File: config.mk
export PLATFORM = sky130hd
export DESIGN_NAME = dppr_regs
export DESIGN_NICKNAME = d
export VERILOG_FILES = /design/src/dppr_pkg.sv /design/src/dppr_regs.sv
export SDC_FILE = /design/constraint.sdc
export NUM_CORES = 1
export LEC_CHECK = 0
export BUFFER_PORTS_ARGS = -buffer_cell sky130_fd_sc_hd__buf_2
export CAP_MARGIN = 20
export CORE_MARGIN = 1
export CORE_UTILIZATION = 45
export CTS_CLUSTER_SIZE = 16
export DETAILED_ROUTE_END_ITERATION = 10
export GPL_ROUTABILITY_DRIVEN = 1
export MAX_ROUTING_LAYER = met4
export PLACE_DENSITY = 0.66
export SLEW_MARGIN = 20
export SYNTH_ARGS = -nofsm -noshare
export SYNTH_HDL_FRONTEND = slang
export SYNTH_SLANG_ARGS = --single-unit
File: constraint.sdc
create_clock -name core_clk -period 18.6 [get_ports core_clk]
set_input_delay 0.93 -clock core_clk [delete_from_list [all_inputs] [get_ports core_clk]]
set_output_delay 0.93 -clock core_clk [all_outputs]
set_load 0.1 [all_outputs]
File: src/dppr_pkg.sv
package dppr_pkg;

  // holding register offsets, one 16-bit word each
  localparam logic [15:0] REG_FIRST                        = 16'h0023;
  localparam logic [15:0] REG_LAST                         = 16'h0037;
  localparam logic [15:0] REG_TARGET_OUTPUT_FREQUENCY      = 16'h0023;
  localparam logic [15:0] REG_ACCEL_TIME_HI                = 16'h0024;
  localparam logic [15:0] REG_ACCEL_TIME_LO                = 16'h0025;
  localparam logic [15:0] REG_ACCEL_TIME_MOTOR2_HI         = 16'h0026;
  localparam logic [15:0] REG_ACCEL_TIME_MOTOR2_LO         = 16'h0027;
  localparam logic [15:0] REG_DECEL_TIME_HI                = 16'h0028;
  localparam logic [15:0] REG_DECEL_TIME_LO                = 16'h0029;
  localparam logic [15:0] REG_DECEL_TIME_MOTOR2_HI         = 16'h002A;
  localparam logic [15:0] REG_DECEL_TIME_MOTOR2_LO         = 16'h002B;
  localparam logic [15:0] REG_RUN_KEY_DIRECTION            = 16'h002C;
  localparam logic [15:0] REG_FREQUENCY_SOURCE_SELECT      = 16'h002D;
  localparam logic [15:0] REG_RUN_COMMAND_SOURCE_SELECT    = 16'h002E;
  localparam logic [15:0] REG_BASE_FREQUENCY               = 16'h002F;
  localparam logic [15:0] REG_BASE_FREQUENCY_MOTOR2        = 16'h0030;
  localparam logic [15:0] REG_MAXIMUM_FREQUENCY            = 16'h0031;
  localparam logic [15:0] REG_MAXIMUM_FREQUENCY_MOTOR2     = 16'h0032;
  localparam logic [15:0] REG_ANALOG_INPUT_SELECT          = 16'h0033;
  localparam logic [15:0] REG_ANALOG_RANGE_START_FREQUENCY = 16'h0034;
  localparam logic [15:0] REG_ANALOG_RANGE_END_FREQUENCY   = 16'h0035;
  localparam logic [15:0] REG_ANALOG_RANGE_START_LEVEL     = 16'h0036;
  localparam logic [15:0] REG_ANALOG_RANGE_END_LEVEL       = 16'h0037;
  localparam logic [15:0] REG_WRITE_ALL_MEMORY             = 16'h0900;

  localparam int          NUM_REGS = 21;
  localparam logic [4:0]  IDX_TARGET   = 5'h00;
  localparam logic [4:0]  IDX_ACC1_HI  = 5'h01;
  localparam logic [4:0]  IDX_ACC1_LO  = 5'h02;
  localparam logic [4:0]  IDX_ACC2_HI  = 5'h03;
  localparam logic [4:0]  IDX_ACC2_LO  = 5'h04;
  localparam logic [4:0]  IDX_DEC1_HI  = 5'h05;
  localparam logic [4:0]  IDX_DEC1_LO  = 5'h06;
  localparam logic [4:0]  IDX_DEC2_HI  = 5'h07;
  localparam logic [4:0]  IDX_DEC2_LO  = 5'h08;
  localparam logic [4:0]  IDX_DIR      = 5'h09;
  localparam logic [4:0]  IDX_FSRC     = 5'h0A;
  localparam logic [4:0]  IDX_RSRC     = 5'h0B;
  localparam logic [4:0]  IDX_BASE1    = 5'h0C;
  localparam logic [4:0]  IDX_BASE2    = 5'h0D;
  localparam logic [4:0]  IDX_MAX1     = 5'h0E;
  localparam logic [4:0]  IDX_MAX2     = 5'h0F;
  localparam logic [4:0]  IDX_AISEL    = 5'h10;
  localparam logic [4:0]  IDX_SF       = 5'h11;
  localparam logic [4:0]  IDX_EF       = 5'h12;
  localparam logic [4:0]  IDX_SL       = 5'h13;
  localparam logic [4:0]  IDX_EL       = 5'h14;

  // value limits
  localparam logic [15:0] FREQ_TENTHS_MAX  = 16'h0FA0;
  localparam logic [31:0] TIME_MIN         = 32'h0000_0001;
  localparam logic [31:0] TIME_MAX         = 32'h0004_93E0;
  localparam logic [31:0] TIME_COARSE      = 32'h0000_2710;
  localparam logic [31:0] TIME_STEP        = 32'h0000_000A;
  localparam logic [15:0] BASE_MIN         = 16'h001E;
  localparam logic [15:0] FREQ_HZ_MAX      = 16'h0190;
  localparam logic [15:0] LEVEL_MAX        = 16'h0064;
  localparam logic [15:0] DIR_MAX          = 16'h0001;
  localparam logic [15:0] FSRC_CODE_NET    = 16'h0003;
  localparam logic [15:0] FSRC_CODE_CALC   = 16'h000A;
  localparam logic [15:0] RSRC_CODE_MIN    = 16'h0001;
  localparam logic [15:0] RSRC_CODE_MAX    = 16'h0003;
  localparam logic [15:0] AISEL_MAX        = 16'h0003;

  // answer codes
  localparam logic [7:0]  EXC_NONE  = 8'h00;
  localparam logic [7:0]  EXC_ADDR  = 8'h02;
  localparam logic [7:0]  EXC_VALUE = 8'h03;

  // reset contents, in index order
  localparam logic [15:0] RST_VAL [NUM_REGS] = '{
    16'h0000, 16'h0000, 16'h03E8, 16'h0000, 16'h03E8, 16'h0000, 16'h03E8,
    16'h0000, 16'h03E8, 16'h0000, 16'h0000, 16'h0002, 16'h003C, 16'h003C,
    16'h003C, 16'h003C, 16'h0000, 16'h0000, 16'h0000, 16'h0000, 16'h0064};

  typedef enum logic [2:0] {
    FSRC_KEYPAD_POT, FSRC_TERMINAL, FSRC_TARGET_REG, FSRC_NETWORK, FSRC_CALC
  } dppr_fsrc_t;
  typedef enum logic [1:0] {RSRC_TERMINAL, RSRC_KEYPAD, RSRC_NETWORK} dppr_rsrc_t;
  typedef enum logic [1:0] {
    AMODE_SELECT_TERMINAL, AMODE_SUM, AMODE_VOLT_OR_POT, AMODE_CURR_OR_POT
  } dppr_amode_t;

  typedef struct packed {
    logic        rd;
    logic        wr;
    logic [15:0] addr;
    logic [15:0] data;
  } dppr_req_t;

  typedef struct packed {
    logic        valid;
    logic [7:0]  exc;
    logic [15:0] data;
  } dppr_rsp_t;

  typedef struct packed {
    logic [15:0] targetFreq;
    logic [31:0] accelTime;
    logic [31:0] accelTimeMotor2;
    logic [31:0] decelTime;
    logic [31:0] decelTimeMotor2;
    logic        runKeyReverse;
    dppr_fsrc_t  freqSource;
    dppr_rsrc_t  runSource;
    logic [15:0] baseFreq;
    logic [15:0] baseFreqMotor2;
    logic [15:0] maxFreq;
    logic [15:0] maxFreqMotor2;
    dppr_amode_t analogMode;
    logic [15:0] rangeStartFreq;
    logic [15:0] rangeEndFreq;
    logic [15:0] rangeStartLevel;
    logic [15:0] rangeEndLevel;
  } dppr_params_t;

endpackage

File: src/dppr_regs.sv
// How it works
// - target frequency at 0023h, zero or start-frequency up to 4000, both in tenths.
// - motor one acceleration pair 0024h/0025h, 1 to 300000.
// - motor two acceleration pair 0026h/0027h, same range.
// - motor one deceleration pair 0028h/0029h, 1 to 300000.
// - motor two deceleration pair 002Ah/002Bh, same range.
// - times of 10000 or more lose their hundredths digit.
// - run key direction at 002Ch, 0 forward, 1 reverse.
// - frequency source at 002Dh decodes 0..3 and 10.
// - run command source at 002Eh decodes 1..3.
// - motor one base frequency 30 up to motor one maximum.
// - motor two base frequency 30 up to motor two maximum.
// - motor one maximum from its base frequency up to 400.
// - motor two maximum from its base frequency up to 400.
// - analog input select at 0033h decodes four modes.
// - analog start frequency at 0034h, 0 to 4000.
// - analog end frequency at 0035h, 0 to 4000.
// - analog start level at 0036h, 0 to 100.
// - analog end level at 0037h, 0 to 100.
// - write-all-memory command pulses a commit to nonvolatile storage.
`timescale 1ns/100ps
module dppr_regs
  import dppr_pkg::*;
(
  // clock and reset
  input  wire logic         core_clk,
  input  wire logic         srst,
  // network register request
  input  wire dppr_req_t    netReq,
  // current start frequency, 0.1 Hz units
  input  wire logic [15:0]  startFreqTenths,
  // network answer
  output dppr_rsp_t         netRsp_ff,
  // settings to the drive
  output dppr_params_t      params_ff,
  output logic              nvmStore_ff
);

  logic [15:0] regs_ff [NUM_REGS];
  logic [15:0] stageHi_ff;
  logic [4:0]  stageIdx_ff;
  logic        stageValid_ff;

  logic [15:0] reqOffset;
  logic        inMap;
  logic [4:0]  reqIdx;
  logic [4:0]  hiIdx;
  logic        isPairHi;
  logic        isPairLo;
  logic [15:0] pairHi;
  logic [31:0] pairRaw;
  logic [31:0] pairMod;
  logic [31:0] pairVal;
  logic [15:0] d;
  logic        legal;
  logic        wrTake;
  logic        wrStage;
  logic        isCommit;

  always_comb begin
    d         = netReq.data;
    reqOffset = netReq.addr - REG_FIRST;
    inMap     = (netReq.addr >= REG_FIRST) && (netReq.addr <= REG_LAST);
    reqIdx    = reqOffset[4:0];
    hiIdx     = reqIdx - 5'h01;
    isPairHi  = inMap && reqIdx >= IDX_ACC1_HI && reqIdx <= IDX_DEC2_HI && reqIdx[0];
    isPairLo  = inMap && reqIdx >= IDX_ACC1_LO && reqIdx <= IDX_DEC2_LO && !reqIdx[0];
    // a low word alone pairs with the stored high word
    if (stageValid_ff && stageIdx_ff == hiIdx) begin
      pairHi = stageHi_ff;
    end else if (isPairLo) begin
      pairHi = regs_ff[hiIdx];
    end else begin
      pairHi = 16'h0000;
    end
    pairRaw = {pairHi, d};
    pairMod = pairRaw % TIME_STEP;
    pairVal = (pairRaw >= TIME_COARSE) ? pairRaw - pairMod : pairRaw;
    case (reqIdx)
      IDX_TARGET: begin
        legal = (d == 16'h0000) || (d >= startFreqTenths && d <= FREQ_TENTHS_MAX);
      end
      IDX_ACC1_HI, IDX_ACC2_HI, IDX_DEC1_HI, IDX_DEC2_HI: begin
        legal = d <= TIME_MAX[31:16];
      end
      IDX_ACC1_LO, IDX_ACC2_LO, IDX_DEC1_LO, IDX_DEC2_LO: begin
        legal = pairRaw >= TIME_MIN && pairRaw <= TIME_MAX;
      end
      IDX_DIR: begin
        legal = d <= DIR_MAX;
      end
      IDX_FSRC: begin
        legal = d <= FSRC_CODE_NET || d == FSRC_CODE_CALC;
      end
      IDX_RSRC: begin
        legal = d >= RSRC_CODE_MIN && d <= RSRC_CODE_MAX;
      end
      IDX_BASE1: begin
        legal = d >= BASE_MIN && d <= regs_ff[IDX_MAX1];
      end
      IDX_BASE2: begin
        legal = d >= BASE_MIN && d <= regs_ff[IDX_MAX2];
      end
      IDX_MAX1: begin
        legal = d >= regs_ff[IDX_BASE1] && d <= FREQ_HZ_MAX;
      end
      IDX_MAX2: begin
        legal = d >= regs_ff[IDX_BASE2] && d <= FREQ_HZ_MAX;
      end
      IDX_AISEL: begin
        legal = d <= AISEL_MAX;
      end
      IDX_SF, IDX_EF: begin
        legal = d <= FREQ_TENTHS_MAX;
      end
      IDX_SL, IDX_EL: begin
        legal = d <= LEVEL_MAX;
      end
      default: begin
        legal = 1'b0;
      end
    endcase
    // a refused write touches nothing
    wrTake   = netReq.wr && inMap && legal && !isPairHi;
    wrStage  = netReq.wr && isPairHi && legal;
    isCommit = netReq.wr && netReq.addr == REG_WRITE_ALL_MEMORY;
  end

  // one flip-flop word per holding register
  for (genvar i = 0; i < NUM_REGS; i++) begin : gEntry
    always_ff @(posedge core_clk) begin
      if (srst) begin
        regs_ff[i] <= RST_VAL[i];
      end else if (wrTake && reqIdx == 5'(i)) begin
        regs_ff[i] <= isPairLo ? pairVal[15:0] : d;
      end else if (wrTake && isPairLo && reqIdx == 5'(i + 1)) begin
        regs_ff[i] <= pairVal[31:16];
      end
    end
  end

  // high word waits here so the pair lands in one cycle
  always_ff @(posedge core_clk) begin
    if (srst) begin
      stageHi_ff    <= 16'h0000;
      stageIdx_ff   <= 5'h00;
      stageValid_ff <= 1'b0;
    end else if (wrStage) begin
      stageHi_ff    <= d;
      stageIdx_ff   <= reqIdx;
      stageValid_ff <= 1'b1;
    end else if (wrTake && isPairLo && stageIdx_ff == hiIdx) begin
      // only the pair that owns the stage consumes it
      stageValid_ff <= 1'b0;
    end
  end

  // one answer per request, the cycle after it
  always_ff @(posedge core_clk) begin
    if (srst) begin
      netRsp_ff <= '0;
    end else begin
      netRsp_ff.valid <= netReq.rd || netReq.wr;
      netRsp_ff.data  <= 16'h0000;
      netRsp_ff.exc   <= EXC_NONE;
      if (netReq.wr) begin
        if (!inMap && !isCommit) begin
          netRsp_ff.exc <= EXC_ADDR;
        end else if (inMap && !legal) begin
          netRsp_ff.exc <= EXC_VALUE;
        end
      end else if (netReq.rd) begin
        if (inMap) begin
          netRsp_ff.data <= regs_ff[reqIdx];
        end else begin
          netRsp_ff.exc <= EXC_ADDR;
        end
      end
    end
  end

  always_ff @(posedge core_clk) begin
    if (srst) begin
      nvmStore_ff <= 1'b0;
    end else begin
      nvmStore_ff <= isCommit;
    end
  end

  // settings trail the holding words by one cycle
  always_ff @(posedge core_clk) begin
    if (srst) begin
      params_ff <= '0;
    end else begin
      params_ff.targetFreq      <= regs_ff[IDX_TARGET];
      params_ff.accelTime       <= {regs_ff[IDX_ACC1_HI], regs_ff[IDX_ACC1_LO]};
      params_ff.accelTimeMotor2 <= {regs_ff[IDX_ACC2_HI], regs_ff[IDX_ACC2_LO]};
      params_ff.decelTime       <= {regs_ff[IDX_DEC1_HI], regs_ff[IDX_DEC1_LO]};
      params_ff.decelTimeMotor2 <= {regs_ff[IDX_DEC2_HI], regs_ff[IDX_DEC2_LO]};
      params_ff.runKeyReverse   <= regs_ff[IDX_DIR][0];
      params_ff.baseFreq        <= regs_ff[IDX_BASE1];
      params_ff.baseFreqMotor2  <= regs_ff[IDX_BASE2];
      params_ff.maxFreq         <= regs_ff[IDX_MAX1];
      params_ff.maxFreqMotor2   <= regs_ff[IDX_MAX2];
      params_ff.rangeStartFreq  <= regs_ff[IDX_SF];
      params_ff.rangeEndFreq    <= regs_ff[IDX_EF];
      params_ff.rangeStartLevel <= regs_ff[IDX_SL];
      params_ff.rangeEndLevel   <= regs_ff[IDX_EL];
      case (regs_ff[IDX_FSRC][3:0])
        4'h1: params_ff.freqSource <= FSRC_TERMINAL;
        4'h2: params_ff.freqSource <= FSRC_TARGET_REG;
        4'h3: params_ff.freqSource <= FSRC_NETWORK;
        4'hA: params_ff.freqSource <= FSRC_CALC;
        default: params_ff.freqSource <= FSRC_KEYPAD_POT;
      endcase
      case (regs_ff[IDX_RSRC][1:0])
        2'h1: params_ff.runSource <= RSRC_TERMINAL;
        2'h3: params_ff.runSource <= RSRC_NETWORK;
        default: params_ff.runSource <= RSRC_KEYPAD;
      endcase
      case (regs_ff[IDX_AISEL][1:0])
        2'h1: params_ff.analogMode <= AMODE_SUM;
        2'h2: params_ff.analogMode <= AMODE_VOLT_OR_POT;
        2'h3: params_ff.analogMode <= AMODE_CURR_OR_POT;
        default: params_ff.analogMode <= AMODE_SELECT_TERMINAL;
      endcase
    end
  end

  property p_target_over;
    @(posedge core_clk) disable iff (srst)
      netReq.wr && netReq.addr == REG_TARGET_OUTPUT_FREQUENCY && netReq.data > FREQ_TENTHS_MAX
      |=> netRsp_ff.exc == EXC_VALUE && regs_ff[IDX_TARGET] == $past(regs_ff[IDX_TARGET]);
  endproperty
  a_target_over: assert property (p_target_over) else $error("target over range stored");

  property p_acc1_range;
    @(posedge core_clk) disable iff (srst)
      {regs_ff[IDX_ACC1_HI], regs_ff[IDX_ACC1_LO]} >= TIME_MIN &&
      {regs_ff[IDX_ACC1_HI], regs_ff[IDX_ACC1_LO]} <= TIME_MAX;
  endproperty
  a_acc1_range: assert property (p_acc1_range) else $error("accel time out of range");

  property p_acc2_pair;
    @(posedge core_clk) disable iff (srst)
      netReq.wr && netReq.addr == REG_ACCEL_TIME_MOTOR2_LO && netRsp_ff.valid == 1'b0 && legal
      |=> netRsp_ff.exc == EXC_NONE ##0 regs_ff[IDX_ACC2_LO] == $past(pairVal[15:0]);
  endproperty
  a_acc2_pair: assert property (p_acc2_pair) else $error("motor two accel pair lost");

  property p_dec1_range;
    @(posedge core_clk) disable iff (srst)
      {regs_ff[IDX_DEC1_HI], regs_ff[IDX_DEC1_LO]} >= TIME_MIN &&
      {regs_ff[IDX_DEC1_HI], regs_ff[IDX_DEC1_LO]} <= TIME_MAX;
  endproperty
  a_dec1_range: assert property (p_dec1_range) else $error("decel time out of range");

  property p_dec2_range;
    @(posedge core_clk) disable iff (srst)
      {regs_ff[IDX_DEC2_HI], regs_ff[IDX_DEC2_LO]} >= TIME_MIN &&
      {regs_ff[IDX_DEC2_HI], regs_ff[IDX_DEC2_LO]} <= TIME_MAX;
  endproperty
  a_dec2_range: assert property (p_dec2_range) else $error("motor two decel out of range");

  property p_coarse;
    @(posedge core_clk) disable iff (srst)
      params_ff.accelTime >= TIME_COARSE |-> params_ff.accelTime % TIME_STEP == 32'h0;
  endproperty
  a_coarse: assert property (p_coarse) else $error("hundredths kept above 100 s");

  property p_dir;
    @(posedge core_clk) disable iff (srst)
      regs_ff[IDX_DIR] <= DIR_MAX ##1 params_ff.runKeyReverse == $past(regs_ff[IDX_DIR][0]);
  endproperty
  a_dir: assert property (p_dir) else $error("run key direction wrong");

  property p_fsrc;
    @(posedge core_clk) disable iff (srst)
      regs_ff[IDX_FSRC] == FSRC_CODE_CALC |=> params_ff.freqSource == FSRC_CALC;
  endproperty
  a_fsrc: assert property (p_fsrc) else $error("frequency source decode wrong");

  property p_rsrc;
    @(posedge core_clk) disable iff (srst)
      regs_ff[IDX_RSRC] >= RSRC_CODE_MIN && regs_ff[IDX_RSRC] <= RSRC_CODE_MAX;
  endproperty
  a_rsrc: assert property (p_rsrc) else $error("run source code illegal");

  property p_base_max;
    @(posedge core_clk) disable iff (srst)
      regs_ff[IDX_BASE1] >= BASE_MIN && regs_ff[IDX_BASE1] <= regs_ff[IDX_MAX1] &&
      regs_ff[IDX_MAX1] <= FREQ_HZ_MAX;
  endproperty
  a_base_max: assert property (p_base_max) else $error("motor one base or max bad");

  property p_base2_max2;
    @(posedge core_clk) disable iff (srst)
      regs_ff[IDX_BASE2] >= BASE_MIN && regs_ff[IDX_BASE2] <= regs_ff[IDX_MAX2] &&
      regs_ff[IDX_MAX2] <= FREQ_HZ_MAX;
  endproperty
  a_base2_max2: assert property (p_base2_max2) else $error("motor two base or max bad");

  property p_levels;
    @(posedge core_clk) disable iff (srst)
      regs_ff[IDX_SL] <= LEVEL_MAX && regs_ff[IDX_EL] <= LEVEL_MAX &&
      regs_ff[IDX_SF] <= FREQ_TENTHS_MAX && regs_ff[IDX_EF] <= FREQ_TENTHS_MAX;
  endproperty
  a_levels: assert property (p_levels) else $error("analog range value bad");

  property p_commit;
    @(posedge core_clk) disable iff (srst)
      netReq.wr && netReq.addr == REG_WRITE_ALL_MEMORY |=> nvmStore_ff && netRsp_ff.valid
      && netRsp_ff.exc == EXC_NONE;
  endproperty
  a_commit: assert property (p_commit) else $error("write all memory not committed");

  property p_refuse;
    @(posedge core_clk) disable iff (srst)
      netReq.wr && inMap && !legal |=> netRsp_ff.exc == EXC_VALUE &&
      regs_ff[$past(reqIdx)] == $past(regs_ff[reqIdx]);
  endproperty
  a_refuse: assert property (p_refuse) else $error("refused write changed a register");

  property p_base_floor;
    @(posedge core_clk) disable iff (srst)
      netReq.wr && netReq.addr == REG_BASE_FREQUENCY && netReq.data < BASE_MIN
      |=> netRsp_ff.exc == EXC_VALUE && $stable(regs_ff[IDX_BASE1]);
  endproperty
  a_base_floor: assert property (p_base_floor) else $error("low base frequency stored");

  property p_max2_cap;
    @(posedge core_clk) disable iff (srst)
      netReq.wr && netReq.addr == REG_MAXIMUM_FREQUENCY_MOTOR2 && netReq.data > FREQ_HZ_MAX
      |=> netRsp_ff.exc == EXC_VALUE && $stable(regs_ff[IDX_MAX2]);
  endproperty
  a_max2_cap: assert property (p_max2_cap) else $error("motor two maximum over cap");

  property p_rsrc_net;
    @(posedge core_clk) disable iff (srst)
      regs_ff[IDX_RSRC] == RSRC_CODE_MAX |=> params_ff.runSource == RSRC_NETWORK;
  endproperty
  a_rsrc_net: assert property (p_rsrc_net) else $error("network run source not decoded");

  property p_amode_sum;
    @(posedge core_clk) disable iff (srst)
      regs_ff[IDX_AISEL] == 16'h0001 |=> params_ff.analogMode == AMODE_SUM;
  endproperty
  a_amode_sum: assert property (p_amode_sum) else $error("summed analog mode not decoded");

endmodule

==> flow_summary.json <==
{
  "period_needed_ns": 17.53,
  "crit_type": "input pin to register",
  "ctsRootBufferMaster": "clkbuf_16",
  "cpMaxStageDelayCell": "or4_4",
  "antenna_found_initial": 9,
  "finalCritPeriodShare_pct": 94.2,
  "die_height_um": 282,
  "cts_htree_levels": 3,
  "synth-edff-count": 336,
  "netlist_area_um2": 35300,
  "grt_overflow": 0,
  "pin_count": 358,
  "setup_viol_count_final": 0,
  "coreArea_um2": 77500,
  "timing.fmax_mhz": 57.1,
  "grtUsageMet1_pct": 39.8,
  "max_stage_delay_ns": 0.61,
  "fin_skew_ns": 0.0362,
  "wirelength_um": 131000,
  "start_util_pct": 45.5,
  "whs_ns": 0.476,
  "grt_use_met3_pct": 8.84,
  "top_usage_layer": "met2",
  "via_per_inst": 6.17,
  "clkTransAtPathRegs_ns": 0.06,
  "gr-usage-all-layers_pct": 32.9,
  "yosys_warnings": 0,
  "placedInstanceArea_um2": 39600,
  "ys_types": 128,
  "cp_common_cell": "a21o_1",
  "grt_pass1_wl_um": 186000,
  "worstPathRequired_ns": 19.06,
  "p_per_area_nw_per_um2": 91.3,
  "first_pass_iters": 9,
  "finalNetCount": 3972,
  "worstMarginPinSlew_ns": 1.19,
  "grt_pass1_vias": 28900,
  "synth-async-reset-ratio_pct": 0,
  "worstPathArrival_ns": 17.99,
  "wl_per_cell_um": 26.6,
  "dp.cells": 4753,
  "worst_setup_path_end_kind": "register",
  "area.growth.synth_to_final_pct": 20.7,
  "grt_max_degree": 103,
  "outcome": "finished, final reports clean",
  "hold_viol": 0,
  "die_x_um": 282,
  "clkSinkCount": 658,
  "drv_slew": 0,
  "max_slew_margin_pct": 20.4,
  "path_max_fanout": 18,
  "rows": 102,
  "synth_flop_cell": "edfxtp_1",
  "hpwlAfterDp_um": 92700,
  "cp_top_family": "compound AO/OA/AOI/OAI gates",
  "buffer_ports.inserted": 351,
  "p_leak_nw": 17.3,
  "hold_class": "register to register",
  "synth.avg_cell_area_um2": 10.7,
  "cts_tree": "built",
  "yosysSeqAreaShare_pct": 46.9,
  "clk_latency_ns": 0.65,
  "peakVddDrop_mv": 0.0623,
  "synth-seq-cells": 658,
  "route.vias.total": 30300,
  "syn_inst": 3307,
  "critPathLaunchType": "input pin",
  "fin_cells": 4907,
  "initialDrtViolationCount": 4123,
  "max-cap-violations": 0,
  "layout-drive-gt1-share_pct": 26.8,
  "post-route-util_pct": 55.0,
  "antenna_left": 0,
  "crit_buf_inv": 11,
  "numCtsBuffers": 71,
  "die_area_um2": 79500,
  "gp_congestion": 1.01,
  "cts_buffer_depth": 3,
  "fin_area_um2": 42600,
  "met2_usage_pct": 49.1,
  "ctsHoldBuffers": 0,
  "drc": 0
}
-- kinds of logic (layout without fill, tap and decap cells) --
group                      count (synthesis)  after routing  synth area share (%)
DFF                                      658            658                  46.9
AOI/OAI and AO/OA                        742            742                  14.9
adders and majority gates                125            125                  4.39
xor gates and xnor gates                  48             48                  1.33
buffers and inverters                    356            851                  4.18
and+or+nand+nor                         1168           1169                  16.8
muxes                                    208            208                  11.5
other                                      2             66                0.0213
-- report_power, final --
part	internal (mW)	leakage, nW	total, mW	switching (mW)
Combinational	0.246	10.2	0.797	0.551
Clock	0.859	1.23	1.48	0.625
Sequential	1.57	5.96	1.61	0.0353
-- placed cells by master, fill, tap and decap left out, types with 26 or more instances in the layout --
master | netlist | routed
a211oi_1 | 29 | 27
a21o_1 | 44 | 44
a21oi_1 | 138 | 123
a22oi_1 | 29 | 28
and2_1 | 27 | 26
buf_2 | 16 | 349
buf_4 | 11 | 236
clkbuf_16 | 0 | 79
conb_1 | 2 | 58
dfxtp_1 | 322 | 322
edfxtp_1 | 336 | 336
ha_1 | 119 | 115
inv_1 | 107 | 107
mux2i_1 | 46 | 43
mux4_2 | 157 | 157
nand2_1 | 260 | 259
nand2b_1 | 50 | 50
nand3_1 | 52 | 51
nand4_1 | 29 | 29
nor2_1 | 309 | 307
nor2b_1 | 242 | 242
nor3_1 | 60 | 58
o21ai_0 | 99 | 92
o22ai_1 | 146 | 146
-- worst paths after layout --
check / startpoint / endpoint / slack, ns / cells past startpoint
max reg2reg: regs_ff[5][10]$_DFFE_PP_ / regs_ff[4][14]$_DFFE_PP_ / 1.60 / 85
max: netReq[17] / regs_ff[4][14]$_DFFE_PP_ / 1.07 / 88
min: stageIdx_ff[4]$_SDFFE_PP0P_ / stageIdx_ff[4]$_SDFFE_PP0P_ / 0.48 / 1
min reg2reg: stageIdx_ff[4]$_SDFFE_PP0P_ / stageIdx_ff[4]$_SDFFE_PP0P_ / 0.48 / 1
-- what timing repair did --
action                                  CTS  global route
gates resized for setup                   0            78
buffers inserted                          0            13
endpoints found under the setup margin    0            70
-- Yosys cell counts (10+ instances only) --
library cell / n / area (um2)
a211oi_1: 29 / 218
a21o_1: 44 / 330
a21oi_1: 138 / 691
a221o_1: 10 / 100
a22oi_1: 29 / 218
a31oi_1: 14 / 87.6
and2_1: 27 / 169
and3_1: 16 / 100
buf_1: 22 / 82.6
buf_2: 16 / 80.1
buf_4: 11 / 82.6
buf_6: 10 / 113
clkbuf_1: 181 / 679
dfxtp_1: 322 / 6450
edfxtp_1: 336 / 10100
ha_1: 119 / 1490
inv_1: 107 / 402
mux2i_1: 46 / 460
mux4_2: 157 / 3540
nand2_1: 260 / 976
nand2b_1: 50 / 313
nand3_1: 52 / 260
nand4_1: 29 / 181
nor2_1: 309 / 1160
nor2b_1: 242 / 1510
nor3_1: 60 / 300
nor3b_1: 19 / 143
nor4_1: 26 / 163
o211ai_1: 23 / 173
o21a_1: 21 / 158
o21ai_0: 99 / 495
o21ai_1: 17 / 85.1
o22ai_1: 146 / 913
o31a_1: 19 / 166
or3_1: 12 / 75.1
xnor2_1: 27 / 236
xor2_1: 17 / 149
-- metrics by stage --
step / power, mW / TNS [ns] / setup WS [ns]
after floorplan: 2.14 / 0 / 0.00732
after global placement: 2.40 / 0 / 0.354
after detailed placement: 2.40 / 0 / 0.157
after CTS: 3.87 / 0 / 0.735
after global routing: 3.99 / -0.321 / -0.0407
final: 3.89 / 0 / 1.07
-- routing by layer --
metal	vias to the layer above	wire length, um
li1	13300	-
met1	14500	47400
met2	2022	58400
met3	471	15800
met4	0	9010
met5	-	0
-- worst reg2reg max path, delay by kind of cell, from the launching register on --
kind	cells	cell delay [ns]
compound gates	43	8.60
xor+xnor	1	0.13
fa+ha+maj	1	0.30
buf+inv	9	1.62
flops	1	0.46
simple gates	31	5.73
-- final cells by class --
cell class,instances,area [um2]
Clock inverter,28,275
Tap cell,1040,1300
Clock buffer,103,2190
Antenna cell,8,20.0
Multi-Input combinational cell,2350,18000
Fill cell,6733,34900
Inverter,116,438
Sequential cell,658,16500
Timing Repair Buffer,604,3850
-- sequential cells by signal, indices dropped and copies added, names as in the netlist --
register / cells
stageHi_ff: 16
stageIdx_ff: 5
stageValid_ff: 1
params_ff: 280
regs_ff: 336
nvmStore_ff: 1
netRsp_ff: 19
(Power assumes the default switching activity.)
